--- src/service_test_pkg.sv ---
// constants and types for the service test and lock sequencer
package service_test_pkg;

  // register byte offsets
  localparam logic [7:0] OFF_CTRL = 8'h00;
  localparam logic [7:0] OFF_SEL = 8'h04;
  localparam logic [7:0] OFF_STATUS = 8'h08;
  localparam logic [7:0] OFF_SUM = 8'h0c;
  localparam logic [7:0] OFF_HOURS = 8'h10;
  localparam logic [7:0] OFF_IRQ = 8'h14;
  localparam logic [7:0] OFF_MASK = 8'h18;

  // control bits, all zero after reset (auto, torr on, unlocked keys)
  localparam int CTRL_ACK_MANUAL = 0;
  localparam int CTRL_UNIT_SUPP = 1;
  localparam int CTRL_ENTRY_LOCK = 2;
  localparam logic [2:0] CTRL_RESET = 3'h0;

  // test entry selection codes
  localparam logic [2:0] SEL_NONE = 3'h0;
  localparam logic [2:0] SEL_PROG = 3'h1;
  localparam logic [2:0] SEL_PARAM = 3'h2;
  localparam logic [2:0] SEL_DISP = 3'h3;
  localparam logic [2:0] SEL_RELAY = 3'h4;

  // interrupt status and mask bits
  localparam int IRQ_DONE = 0;
  localparam int IRQ_SUP = 1;
  localparam int IRQ_HOUR = 2;

  // relay walk: step 0 all off, odd steps one relay on, even steps off
  localparam logic [3:0] RELAY_FIRST_STEP = 4'h1;
  localparam logic [3:0] RELAY_LAST_STEP = 4'he;

  // timing, figures in their own units
  localparam longint unsigned CLK_HZ = 250_000_000;
  localparam longint unsigned SUP_ACK_MS = 2000;
  localparam longint unsigned DISP_MS = 10000;
  localparam longint unsigned RELAY_STEP_MS = 1000;
  localparam longint unsigned HOUR_S = 3600;
  localparam longint unsigned SUP_ACK_CYCLES = CLK_HZ * SUP_ACK_MS / 1000;
  localparam longint unsigned DISP_CYCLES = CLK_HZ * DISP_MS / 1000;
  localparam longint unsigned STEP_CYCLES = CLK_HZ * RELAY_STEP_MS / 1000;
  localparam longint unsigned HOUR_CYCLES = CLK_HZ * HOUR_S;

  typedef enum logic [2:0] {
    T_IDLE,
    T_PROG,
    T_PARAM,
    T_DISP,
    T_RELAY,
    T_DONE
  } test_state_t;

endpackage : service_test_pkg

--- src/service_test_sequencer.sv ---
// service test sequencer: lock settings, self tests, hours, registers
`timescale 1ns/1ns
module service_test_sequencer #(
  parameter logic [39:0] ACK_CYCLES = 40'(service_test_pkg::SUP_ACK_CYCLES),
  parameter logic [39:0] DISP_CYCLES = 40'(service_test_pkg::DISP_CYCLES),
  parameter logic [39:0] STEP_CYCLES = 40'(service_test_pkg::STEP_CYCLES),
  parameter logic [39:0] HOUR_CYCLES = 40'(service_test_pkg::HOUR_CYCLES),
  parameter logic [15:0] PROG_WORDS = 16'h0400,
  parameter logic [15:0] PARAM_WORDS = 16'h0100
) (
  input wire logic clk,
  input wire logic reset_n,
  input wire logic [7:0] addr,
  input wire logic [31:0] wdata,
  input wire logic wr,
  input wire logic rd,
  output logic [31:0] rdata,
  output logic irq,
  input wire logic service_key_held,
  input wire logic key_up,
  input wire logic key_down,
  input wire logic key_ack,
  input wire logic param_change_req,
  output logic param_change_ok,
  output logic torr_selectable,
  input wire logic supervisor_fault,
  output logic supervisor_msg,
  output logic [15:0] mem_addr,
  input wire logic [31:0] prog_rdata,
  input wire logic [31:0] prog_expected,
  input wire logic [31:0] param_rdata,
  input wire logic [31:0] param_expected,
  output logic test_running,
  output logic test_pass,
  output logic test_error,
  output logic [31:0] checksum_value,
  output logic display_all_on,
  output logic [3:0] switch_relays,
  output logic gauge_relay_first,
  output logic gauge_relay_second,
  output logic fault_relay,
  output logic [31:0] operating_time_count
);

  typedef struct packed {
    logic [2:0] ctrl;
    logic [2:0] sel;
    logic [2:0] mask;
    logic [2:0] irq_st;
    logic unlocked;
    logic strap_done;
    service_test_pkg::test_state_t st;
    logic [15:0] addr;
    logic [31:0] sum;
    logic pass;
    logic fail;
    logic [39:0] timer;
    logic [3:0] step;
    logic [6:0] relays;
    logic disp_on;
    logic sup_msg;
    logic [39:0] sup_timer;
    logic [39:0] hour_cyc;
    logic [31:0] hours;
    logic both_prev;
    logic chg_ok;
    logic [31:0] rdata;
  } state_t;

  state_t s;
  state_t next_s;
  logic manual;
  logic unit_supp;
  logic lock;
  logic start;
  logic leave;
  logic [31:0] status;

  // terminal count of a free counter against its limit
  function automatic logic hit(input logic [39:0] c, input logic [39:0] lim);
    return c == lim - 40'h1;
  endfunction : hit

  // running checksum is a plain 32-bit wrapping sum of words
  function automatic logic [31:0] add(input logic [31:0] a,
                                      input logic [31:0] b);
    return a + b;
  endfunction : add

  // odd steps light one relay, even steps leave all off
  function automatic logic [6:0] pattern(input logic [3:0] step);
    logic [6:0] p;
    p = 7'h0;
    if (step[0]) begin
      p[3'(step >> 1)] = 1'b1;
    end
    return p;
  endfunction : pattern

  assign manual = s.ctrl[service_test_pkg::CTRL_ACK_MANUAL];
  assign unit_supp = s.ctrl[service_test_pkg::CTRL_UNIT_SUPP];
  assign lock = s.ctrl[service_test_pkg::CTRL_ENTRY_LOCK];
  // start only on the edge where both arrows become pressed
  assign start = key_up & key_down & ~s.both_prev & s.unlocked;
  assign leave = wr && addr == service_test_pkg::OFF_SEL;
  assign status = {20'h0, s.step, 2'h0, ~unit_supp, s.sup_msg, s.unlocked,
                   test_running, s.fail, s.pass};

  // outputs straight from state
  assign rdata = s.rdata;
  assign irq = |(s.irq_st & s.mask);
  assign param_change_ok = s.chg_ok;
  assign torr_selectable = ~unit_supp;
  assign supervisor_msg = s.sup_msg;
  assign mem_addr = s.addr;
  assign test_running = s.st != service_test_pkg::T_IDLE &&
                        s.st != service_test_pkg::T_DONE;
  assign test_pass = s.pass;
  assign test_error = s.fail;
  assign checksum_value = s.sum;
  assign display_all_on = s.disp_on;
  // relays one to four, then both gauge relays, then the fault relay
  assign switch_relays = s.relays[3:0];
  assign gauge_relay_first = s.relays[4];
  assign gauge_relay_second = s.relays[5];
  assign fault_relay = s.relays[6];
  assign operating_time_count = s.hours;

  // next state
  always_comb begin
    logic [2:0] ev;
    logic [31:0] word;
    ev = 3'h0;
    word = 32'h0;
    next_s = s;
    next_s.both_prev = key_up & key_down;
    // the key strap is caught on the first clock after reset release
    next_s.strap_done = 1'b1;
    if (!s.strap_done) begin
      next_s.unlocked = service_key_held;
    end
    next_s.chg_ok = param_change_req & ~lock;
    if (wr) begin
      if (addr == service_test_pkg::OFF_CTRL) begin
        next_s.ctrl = wdata[2:0];
      end else if (addr == service_test_pkg::OFF_SEL) begin
        next_s.sel = wdata[2:0];
      end else if (addr == service_test_pkg::OFF_MASK) begin
        next_s.mask = wdata[2:0];
      end
    end
    // test sequencing
    case (s.st)
      service_test_pkg::T_IDLE, service_test_pkg::T_DONE: begin
        if (start) begin
          next_s.addr = 16'h0;
          next_s.sum = 32'h0;
          next_s.pass = 1'b0;
          next_s.fail = 1'b0;
          next_s.timer = 40'h0;
          next_s.step = 4'h0;
          next_s.relays = 7'h0;
          if (s.sel == service_test_pkg::SEL_PROG) begin
            next_s.st = service_test_pkg::T_PROG;
          end else if (s.sel == service_test_pkg::SEL_PARAM) begin
            next_s.st = service_test_pkg::T_PARAM;
          end else if (s.sel == service_test_pkg::SEL_DISP) begin
            next_s.st = service_test_pkg::T_DISP;
            next_s.disp_on = 1'b1;
          end else if (s.sel == service_test_pkg::SEL_RELAY) begin
            next_s.st = service_test_pkg::T_RELAY;
          end
        end
      end
      service_test_pkg::T_PROG, service_test_pkg::T_PARAM: begin
        word = (s.st == service_test_pkg::T_PROG) ? prog_rdata : param_rdata;
        next_s.sum = add(s.sum, word);
        next_s.addr = s.addr + 16'h1;
        if (s.st == service_test_pkg::T_PROG ? s.addr == PROG_WORDS - 16'h1
                                             : s.addr == PARAM_WORDS - 16'h1)
        begin
          // exactly one verdict flag per finished check
          next_s.st = service_test_pkg::T_DONE;
          next_s.pass = add(s.sum, word) ==
            (s.st == service_test_pkg::T_PROG ? prog_expected
                                               : param_expected);
          next_s.fail = ~next_s.pass;
          next_s.addr = 16'h0;
          ev[service_test_pkg::IRQ_DONE] = 1'b1;
        end
      end
      service_test_pkg::T_DISP: begin
        next_s.timer = s.timer + 40'h1;
        if (hit(s.timer, DISP_CYCLES)) begin
          next_s.disp_on = 1'b0;
          next_s.st = service_test_pkg::T_DONE;
          ev[service_test_pkg::IRQ_DONE] = 1'b1;
        end
      end
      service_test_pkg::T_RELAY: begin
        next_s.timer = s.timer + 40'h1;
        if (hit(s.timer, STEP_CYCLES)) begin
          next_s.timer = 40'h0;
          // the all-off opening step is not repeated on later rounds
          next_s.step = (s.step == service_test_pkg::RELAY_LAST_STEP) ?
            service_test_pkg::RELAY_FIRST_STEP : s.step + 4'h1;
          next_s.relays = pattern(next_s.step);
        end
      end
      default: begin
        next_s.st = service_test_pkg::T_IDLE;
      end
    endcase
    // leaving the entry drops the shown result and stops any test
    if (leave) begin
      next_s.st = service_test_pkg::T_IDLE;
      next_s.pass = 1'b0;
      next_s.fail = 1'b0;
      next_s.relays = 7'h0;
      next_s.disp_on = 1'b0;
      next_s.step = 4'h0;
      next_s.addr = 16'h0;
    end
    // supervisor message, a new fault wins over any clear
    if (s.sup_msg) begin
      next_s.sup_timer = s.sup_timer + 40'h1;
      if (manual ? key_ack : hit(s.sup_timer, ACK_CYCLES)) begin
        next_s.sup_msg = 1'b0;
      end
    end
    if (supervisor_fault) begin
      next_s.sup_msg = 1'b1;
      next_s.sup_timer = 40'h0;
      ev[service_test_pkg::IRQ_SUP] = 1'b1;
    end
    // operating time in whole hours
    next_s.hour_cyc = s.hour_cyc + 40'h1;
    if (hit(s.hour_cyc, HOUR_CYCLES)) begin
      next_s.hour_cyc = 40'h0;
      next_s.hours = s.hours + 32'h1;
      ev[service_test_pkg::IRQ_HOUR] = 1'b1;
    end
    // register reads, data stands one cycle only
    next_s.rdata = 32'h0;
    next_s.irq_st = s.irq_st;
    if (rd) begin
      if (addr == service_test_pkg::OFF_CTRL) begin
        next_s.rdata = {29'h0, s.ctrl};
      end else if (addr == service_test_pkg::OFF_SEL) begin
        next_s.rdata = {29'h0, s.sel};
      end else if (addr == service_test_pkg::OFF_STATUS) begin
        next_s.rdata = status;
      end else if (addr == service_test_pkg::OFF_SUM) begin
        next_s.rdata = s.sum;
      end else if (addr == service_test_pkg::OFF_HOURS) begin
        next_s.rdata = s.hours;
      end else if (addr == service_test_pkg::OFF_IRQ) begin
        next_s.rdata = {29'h0, s.irq_st};
        next_s.irq_st = 3'h0;
      end else if (addr == service_test_pkg::OFF_MASK) begin
        next_s.rdata = {29'h0, s.mask};
      end
    end
    // events set after the read clear so none is lost
    next_s.irq_st = next_s.irq_st | ev;
  end

  // state register
  always_ff @(posedge clk or negedge reset_n) begin
    if (!reset_n) begin
      s <= '0;
      s.ctrl <= service_test_pkg::CTRL_RESET;
      s.sel <= service_test_pkg::SEL_NONE;
      s.st <= service_test_pkg::T_IDLE;
    end else begin
      s <= next_s;
    end
  end
endmodule : service_test_sequencer

--- config.mk ---
export PLATFORM = sky130hd
export DESIGN_NAME = service_test_sequencer
export DESIGN_NICKNAME = d
export VERILOG_FILES = /design/src/service_test_pkg.sv /design/src/service_test_sequencer.sv
export SDC_FILE = /design/constraint.sdc
export NUM_CORES = 1
export LEC_CHECK = 0
export BUFFER_PORTS_ARGS = -buffer_cell sky130_fd_sc_hd__buf_2
export CORE_UTILIZATION = 51
export CTS_CLUSTER_SIZE = 10
export DETAILED_ROUTE_END_ITERATION = 7
export PLACE_DENSITY = 0.79
export SYNTH_ARGS = -nofsm -noshare
export SYNTH_HDL_FRONTEND = slang
export SYNTH_SLANG_ARGS = --single-unit
export TNS_END_PERCENT = 20
--- constraint.sdc ---
create_clock -name clk -period 5.01 [get_ports clk]
set_input_delay 1.002 -clock clk [delete_from_list [all_inputs] [get_ports clk]]
set_output_delay 1.002 -clock clk [all_outputs]
set_load 0.1 [all_outputs]
==> results of run 1 <==
## registers in the layout, indices dropped and copies added, names as in the netlist, 4 cells and up
name,cells
operating_time_count,32
s,140
switch_relays,4
rdata,32
mem_addr,16
checksum_value,32
## final cells by class
type	count	area [um2]
multi-input cells	1304	8480
clock buffers	35	791
flip-flops and latches	266	6660
clock inverters	4	60.1
fillers	2733	13000
well taps	402	503
repair buffers	346	1940
inverters	24	90.1
## routing by layer
layer	wire (um)	track usage, %	up-vias	share of wire [%]
met5	9	0	-	0.020
met4	1660	10.6	2	3.7
met3	3290	4.76	103	7.3
met2	20800	43.9	547	46
met1	19200	37.1	6680	43
li1	-	-	6486	-
## cells by family after synthesis
group,count (synthesis),synth area share [%]
XOR/XNOR,206,11.3
multiplexers,81,5.30
other,1,0.0230
AND/OR/NAND/NOR,684,19.9
flip-flops,266,40.8
AO/OA/AOI/OAI,287,11.7
buffers and inverters,204,7.51
adder cells (fa/ha/maj),45,3.48
## where the power goes
group	internal (uW)	switching, uW	leakage (uW)	total (uW)
clock network	1150	853	0.000418	2000
registers	2370	355	0.00360	2720
logic	2360	4080	0.00486	6440
total	5880	5280	0.00888	11200
## cell usage after synthesis, drive strengths merged, types with 5 or more instances
| library cell | instances | area (um2) |
|---|---|---|
| and2 | 16 | 100 |
| o211ai | 5 | 37.5 |
| nand2 | 172 | 646 |
| nor4 | 22 | 144 |
| dfrtp | 266 | 6660 |
| o31ai | 11 | 82.6 |
| or2 | 7 | 43.8 |
| nor2b | 9 | 56.3 |
| and3 | 42 | 263 |
| buf | 129 | 943 |
| clkbuf | 51 | 193 |
| a21o | 10 | 75.1 |
| a222oi | 8 | 80.1 |
| mux2i | 37 | 370 |
| and4 | 10 | 87.6 |
| a31oi | 5 | 31.3 |
| inv | 24 | 90.1 |
| o21a | 7 | 52.6 |
| nor2 | 219 | 822 |
| mux2 | 44 | 495 |
| nor3 | 31 | 155 |
| xnor2 | 99 | 875 |
| or3 | 11 | 68.8 |
| nand3 | 74 | 370 |
| a21oi | 58 | 294 |
| nand4 | 38 | 238 |
| nor4b | 8 | 70.1 |
| xor2 | 104 | 911 |
| ha | 43 | 538 |
| a22o | 21 | 184 |
| a211oi | 7 | 52.6 |
| o21ai | 86 | 434 |
| a22oi | 24 | 180 |
| nand2b | 16 | 100 |
## metrics by stage
step                      utilization [%]  cell area (um2)  worst slack, ns
after floorplan                         -            16300           0.0131
after global placement               55.9            17600            0.123
after detailed placement             55.9            17600            0.121
after CTS                            58.6            18500            0.156
after global routing                 58.7            18500           0.0565
final                                58.7            18500            0.289
## worst max-delay path, cell delays in order, from the launching register on
cell and delay (ns):
dfrtp_1 0.41, nor3b_4 0.25, buf_12 0.16, buf_4 0.44, mux2_2 0.44, ha_1 0.34, a21oi_1 0.23, o21ai_1 0.23
buf_4 0.20, a21oi_1 0.14, nor2_1 0.06, a211oi_1 0.32, nand4_1 0.16, nor4_1 0.26, o2111ai_1 0.23, or4_1 0.53
o21a_1 0.22
## cell usage in the layout, fill, tap and decap left out, types with 14 or more instances in the layout
cell type	n
buf_2	274
xnor2_1	98
and3_1	42
mux2_2	44
nand4_1	38
buf_4	69
inv_1	24
dfrtp_1	266
ha_1	43
nor2_1	219
a21oi_1	56
nand2b_1	16
and2_1	14
a22oi_1	24
clkbuf_16	31
o21ai_0	80
nand3_1	74
mux2i_1	37
a22o_1	21
nor4_1	21
nand2_1	172
xor2_1	104
nor3_1	30
## final timing paths
check                                                       to  depth (start not counted)  slack (ns)
worst max-delay path                    test_error$_DFFE_PN0P_                         16        0.29
min in group clk                     param_change_ok$_DFF_PN0_                          1        0.44
worst min-delay path                        s[137]$_DFFE_PN0P_                          1        0.42
worst min register to register       param_change_ok$_DFF_PN0_                          1        0.44
worst max register to register          test_error$_DFFE_PN0P_                         16        0.29
max in group asynchronous       checksum_value[12]$_DFFE_PN0P_                          2        3.50
## repair_timing
item,4_1_cts,5_1_grt
hold endpoints to repair,0,0
buffers inserted,0,1
endpoints found under the setup margin,0,2
resized for setup,0,4
==> impl_metrics.ini, run 1 <==
[yosys]
syn-num-nets = 1996
synth_seq_area_share_pct = 40.8
synth_area_mm2 = 0.0163
synth_area_per_cell_um2 = 9.21
synthCells = 1774
yosysWarnings = 0
async_reset_ff_share_pct = 100
synth_cell_types = 76
ys.flop_type = dfrtp_1
synth_seq_cells = 266
synth_edf_count = 0

[final_layout]
syn2layout_area_growth_pct = 13.4
fin_cells = 2381
antenna_cells = 0
nets = 2195
drive_gt1_share_pct = 22.5

[global_route]
grt_pass1_vias = 13479
antenna_found_initial = 1
grt_pass1_wl_mm = 71.2
gr-usage-all-layers_pct = 27.4
grt_overflow = 0
grt_start_max_net_pins = 102

[clock_network]
cts_tree = done
worstSkewPairLatency_ns = 0.57
clk_pin_slew_ns = 0.06
htree_levels = 1
numCtsBuffers = 31
cts-root-buf = clkbuf_16
cts_sinks = 266
ctsHoldBuffers = 0
clockBufferDepth = 3

[die]
fp.dieW_um = 181
ios = 305
die_area_mm2 = 0.0327
design.core.area_mm2 = 0.0316
die_y_um = 181
row_count = 65
start_util_pct = 51.8

[critical_path]
startpoint = s[250]$_DFFE_PN0P_
cp.required_ns = 5.47
critPathMaxFanout = 35
crit_type = register to register
start_kind = register
endpoint_kind = register
r2r-start = s[250]$_DFFE_PN0P_
arrival_ns = 5.18

[sta]
slew_headroom_pct = 27.6
fin_crit_ns = 4.72
tightest_slew_ns = 1.08
slew_violations = 0
setup_viol = 0
post-route-period-util_pct = 94.2
grt_setup_unrepaired = no
finalSetupTns_ns = 0
holdWs_ns = 0.418
hold_viol = 0
fmax_mhz = 212
skew_ns = 0.0252

[power]
total_power_uw = 11200
ir_worst_vdd_mv = 0.464
powerDensity_mw_per_mm2 = 603
p_leak_uw = 0.00888

[drt]
num_vias = 13818
detail-route-antenna-nets = 0
drt_iter0_drc = 956
wl_mm = 45.0
drt_first_pass_iters = 6
vias_per_cell = 5.80
drc = 0
avgRoutedWirePerCell_um = 18.9

[worst_hold_path]
hold_path_class = primary input to asynchronous set/reset pin

[placed_design]
port_buffers = 275
gp_congestion = 0.960
post-dp-hpwl_mm = 34.1
dp.cells = 2341

[run_status]
status = complete, no violations

[run]
drv_cap = 0
(Power assumes the default switching activity.)
==> inputs of run 2 (changes only) <==
==> constraint.sdc (replaced) <==
create_clock -name clk -period 5.01 [get_ports clk]
set_input_delay 0.7515 -clock clk [delete_from_list [all_inputs] [get_ports clk]]
set_output_delay 0.7515 -clock clk [all_outputs]
set_load 0.1 [all_outputs]
==> impl_metrics.ini, run 2 (synthesis results as in run 1) <==
[run_status]
status = complete, no violations

[final_layout]
drive_gt1_share_pct = 21.4
syn2layout_area_growth_pct = 12.3
top_register = s
largest_register_ffs = 140
final_common_cell = buf_2
final_core_util_pct = 58.1
final_cell_mix = 274 x buf_2, 266 x dfrtp_1, 219 x nor2_1
nets = 2165

[power]
p_leak_uw = 0.00875
powerDensity_mw_per_mm2 = 597
ir_worst_vdd_mv = 0.520
total_power_uw = 10900

[placed_design]
gp_congestion = 0.952
post-dp-hpwl_mm = 33.6
dp_slack_ns = 0.144
port_buffers = 275

[global_route]
gr-usage-all-layers_pct = 27.2
grt_pass1_wl_mm = 70.7
antenna_found_initial = 1
grt_pass1_vias = 13104
grt_start_max_net_pins = 127
grt_overflow = 0

[worst_hold_path]
hold_path_class = primary input to asynchronous set/reset pin

[drt]
drc = 0
wl_mm = 44.9
vias_per_cell = 5.84
drt_first_pass_iters = 6
detail-route-antenna-nets = 0
num_vias = 13748
drt_iter0_drc = 1172
avgRoutedWirePerCell_um = 19.1

[critical_path]
arrival_ns = 5.25
critPathMaxFanout = 5
startpoint = s[250]$_DFFE_PN0P_
r2r-start = s[250]$_DFFE_PN0P_
crit_type = register to register
start_kind = register
cp.required_ns = 5.47
endpoint_kind = register

[sta]
finalSetupTns_ns = 0
skew_ns = 0.0105
fmax_mhz = 209
slew_headroom_pct = 21.6
fin_crit_ns = 4.79
hold_viol = 0
slew_violations = 0
setup_viol = 0
holdWs_ns = 0.198
tightest_slew_ns = 1.17
fin_ws_ns = 0.224
grt_setup_unrepaired = no
post-route-period-util_pct = 95.5

[die]
row_count = 65
design.core.area_mm2 = 0.0316
die_area_mm2 = 0.0327
die_y_um = 181
start_util_pct = 51.8
fp.dieW_um = 181
ios = 305

[clock_network]
clockBufferDepth = 3
cts_sinks = 266
htree_levels = 1
cts_tree = done
clk_pin_slew_ns = 0.06
worstSkewPairLatency_ns = 0.57
numCtsBuffers = 31
ctsHoldBuffers = 0
cts-root-buf = clkbuf_16

[run]
drv_cap = 0
==> run 2: cell count changes in the layout (fill, tap and decap cells not counted), moves of 2 or more <==
cell | previous run | this run
clkbuf_8 | 0 | 3
o21ai_1 | 5 | 3
clkinv_2 | 2 | 0
buf_4 | 69 | 38
o21ai_0 | 80 | 82
==> run 2: worst paths after layout <==
| path | cells after the start | slack, ns | end |
|---|---|---|---|
| setup / recovery | 15 | 0.22 | test_error$_DFFE_PN0P_ |
| hold / removal | 1 | 0.20 | s[134]$_DFFE_PN0P_ |
| setup reg to reg | 15 | 0.22 | test_error$_DFFE_PN0P_ |
| hold reg to reg | 1 | 0.45 | param_change_ok$_DFF_PN0_ |
| max in group asynchronous | 2 | 3.65 | checksum_value[21]$_DFFE_PN0P_ |
| min in group clk | 2 | 0.40 | param_change_ok$_DFF_PN0_ |
==> run 2: through the flow <==
step,instance area [um2],instances
floorplan,16300,1774
global placement,17400,2311
detailed placement,17400,2311
CTS,18300,2351
global route,18300,2353
finish,18300,2353
==> run 2: cell type report <==
type                       count  area, um2
timing repair buffer         316       1720
antenna                        1       2.50
tap                          402        503
inverter                      24       90.1
sequential                   266       6660
clock inverter                 2       50.0
clock buffer                  38        832
fill                        2743      13200
multi-input combinational   1304       8480
==> run 2: critical path: stages (launching register included) <==
cell and delay (ns):
dfrtp_1 0.41, nor3b_4 0.24, buf_12 0.15, mux2_2 0.34, ha_1 0.24, fa_1 0.41, a21o_1 0.23, a221o_1 0.37
a311oi_2 0.28, nor4_1 0.14, a2111oi_2 0.35, o2111ai_1 0.19, nor4_2 0.33, o2111ai_1 0.22, or4_1 0.56, o21a_1 0.22
==> run 2: routing by layer <==
layer	wire length, um	track usage [%]
met5	0	0
met4	1630	9.83
met3	3370	4.82
met2	20800	43.8
met1	19100	36.9
==> run 2: what timing repair did <==
item                                    in CTS  in global routing
endpoints found under the setup margin       0                  2
gates resized for setup                      0                  2
endpoints found under the hold margin        0                  0
buffers inserted                             0                  1
==> run 2: where the power goes <==
part           leakage, uW  total, uW  switching, uW  internal (uW)
Combinational      0.00472       6160           4010           2150
Clock             0.000432       2060            861           1200
Sequential         0.00360       2720            352           2370
==> inputs of run 3 (changes only) <==
--- a/config.mk
+++ b/config.mk
@@ -6,10 +6,10 @@
 export NUM_CORES = 1
 export LEC_CHECK = 0
 export BUFFER_PORTS_ARGS = -buffer_cell sky130_fd_sc_hd__buf_2
-export CORE_UTILIZATION = 51
+export CORE_UTILIZATION = 60
 export CTS_CLUSTER_SIZE = 10
 export DETAILED_ROUTE_END_ITERATION = 7
-export PLACE_DENSITY = 0.79
+export PLACE_DENSITY = 0.87
 export SYNTH_ARGS = -nofsm -noshare
 export SYNTH_HDL_FRONTEND = slang
 export SYNTH_SLANG_ARGS = --single-unit
==> constraint.sdc (replaced) <==
create_clock -name clk -period 6.2 [get_ports clk]
set_input_delay 0.93 -clock clk [delete_from_list [all_inputs] [get_ports clk]]
set_output_delay 0.93 -clock clk [all_outputs]
set_load 0.1 [all_outputs]
==> impl_metrics.ini, run 3 (synthesis results as in run 1) <==
[drt]
wl_mm = 44.8
drt_iter0_drc = 1356
num_vias = 13850
vias_per_cell = 6.14
drc = 0
avgRoutedWirePerCell_um = 19.9
drt_first_pass_iters = 6
detail-route-antenna-nets = 0

[global_route]
grt_start_max_net_pins = 150
grt_pass1_wl_mm = 70.3
gr-usage-all-layers_pct = 31.9
antenna_found_initial = 0
grt_pass1_vias = 13317
grt_overflow = 0

[sta]
fin_ws_ns = 0.752
hold_viol = 0
fin_crit_ns = 5.45
setup_viol = 0
slew_violations = 0
grt_setup_unrepaired = no
post-route-period-util_pct = 87.9
finalSetupTns_ns = 0
holdWs_ns = 0.392
skew_ns = 0.0221
slew_headroom_pct = 30.0
fmax_mhz = 184
tightest_slew_ns = 1.04

[clock_network]
cts_tree = done
ctsHoldBuffers = 0
htree_levels = 1
cts_sinks = 266
clk_pin_slew_ns = 0.06
clockBufferDepth = 3
ctsResizeCount = 0
cts-root-buf = clkbuf_16
post_cts_buffers = 0
worstSkewPairLatency_ns = 0.57
numCtsBuffers = 31

[final_layout]
fin_cells = 2257
largest_register_ffs = 140
final_cell_mix = 274 x buf_2, 266 x dfrtp_1, 219 x nor2_1
top_register = s
syn2layout_area_growth_pct = 9.84
drive_gt1_share_pct = 20.0
nets = 2134
antenna_cells = 0
final_common_cell = buf_2

[die]
die_y_um = 167
design.core.area_mm2 = 0.0268
die_area_mm2 = 0.0279
row_count = 60
start_util_pct = 60.9
ios = 305
fp.dieW_um = 167

[critical_path]
endpoint_kind = register
arrival_ns = 5.91
critPathSlowestCell = or4_1
crit_type = register to register
cp.required_ns = 6.66
path_cells = nor3b_4 -> buf_4 -> mux2_2 -> ha_1 -> a21oi_1 -> o21ai_1 -> nand2b_1 -> o31ai_1 -> nor4_1 -> o2111ai_1 -> nor4_1 -> o2111ai_1 -> or4_1 -> o21a_1
start_kind = register
startpoint = s[249]$_DFFE_PN0P_
r2r-start = s[249]$_DFFE_PN0P_
critPathMaxFanout = 37
ff2ff_path_depth = 14
max_stage_delay_ns = 0.57

[placed_design]
gp_congestion = 0.938
dp_slack_ns = 0.834
dp.cells = 2220
post-dp-hpwl_mm = 32.9
port_buffers = 275

[power]
powerDensity_mw_per_mm2 = 479
p_leak_uw = 0.00857
ir_worst_vdd_mv = 0.421

[worst_hold_path]
hold_path_class = primary input to asynchronous set/reset pin

[run_status]
status = complete, no violations

[run]
drv_cap = 0
[run 3: cell count changes in the layout (fill, tap and decap cells not counted), moves of 2 or more]
cell      previous run  this run
clkinv_2             0         2
clkbuf_1             4         2
buf_4               38         9
clkbuf_8             3         0
[run 3: per-layer routing]
| metal | part of all wire (%) | global-route usage [%] | vias up | wire, um |
|---|---|---|---|---|
| li1 | - | - | 6370 | - |
| met1 | 41 | 43.4 | 6682 | 18600 |
| met2 | 46 | 50.3 | 672 | 20700 |
| met3 | 8.2 | 5.42 | 126 | 3690 |
| met4 | 4.1 | 14.3 | 0 | 1840 |
| met5 | 0 | 0 | - | 0 |
[run 3: critical path, delay by kind of cell (launching register included)]
| family | cells | cell delay (ns) |
|---|---|---|
| AND/OR/NAND/NOR | 5 | 1.95 |
| flip-flops | 1 | 0.56 |
| adder cells (fa/ha/maj) | 1 | 0.42 |
| buffers and inverters | 1 | 0.54 |
| AO/OA/AOI/OAI | 6 | 1.41 |
| multiplexers | 1 | 0.43 |
[run 3: path summary, 6_finish.rpt]
check | endpoint | slack (ns)
setup / recovery | test_error$_DFFE_PN0P_ | 0.75
hold / removal | s[138]$_DFFE_PN0P_ | 0.39
setup reg to reg | test_error$_DFFE_PN0P_ | 0.75
hold reg to reg | param_change_ok$_DFF_PN0_ | 0.48
max in group asynchronous | checksum_value[11]$_DFFE_PN0P_ | 4.48
min in group clk | param_change_ok$_DFF_PN0_ | 0.48
[run 3: per-stage QoR]
| stage | util [%] | power [uW] | instance area, um2 |
|---|---|---|---|
| final | 66.9 | 8600 | 17900 |
| after CTS | 66.9 | 8540 | 17900 |
| after floorplan | - | 5980 | 16300 |
| after global placement | 63.9 | 6890 | 17100 |
| after detailed placement | 63.9 | 6950 | 17100 |
| after global routing | 66.9 | 9040 | 17900 |
[run 3: area by class of cell]
cell class | count | area (um2)
Fill cell | 2127 | 8860
Clock inverter | 4 | 38.8
Sequential cell | 266 | 6660
Clock buffer | 33 | 783
Multi-Input combinational cell | 1304 | 8470
Inverter | 24 | 90.1
Timing Repair Buffer | 285 | 1470
Tap cell | 341 | 427
[run 3: power breakdown]
group          switching, uW  internal, uW  total (uW)
sequential               314          1910        2230
combinational           3220          1590        4810
clock                    676           886        1560
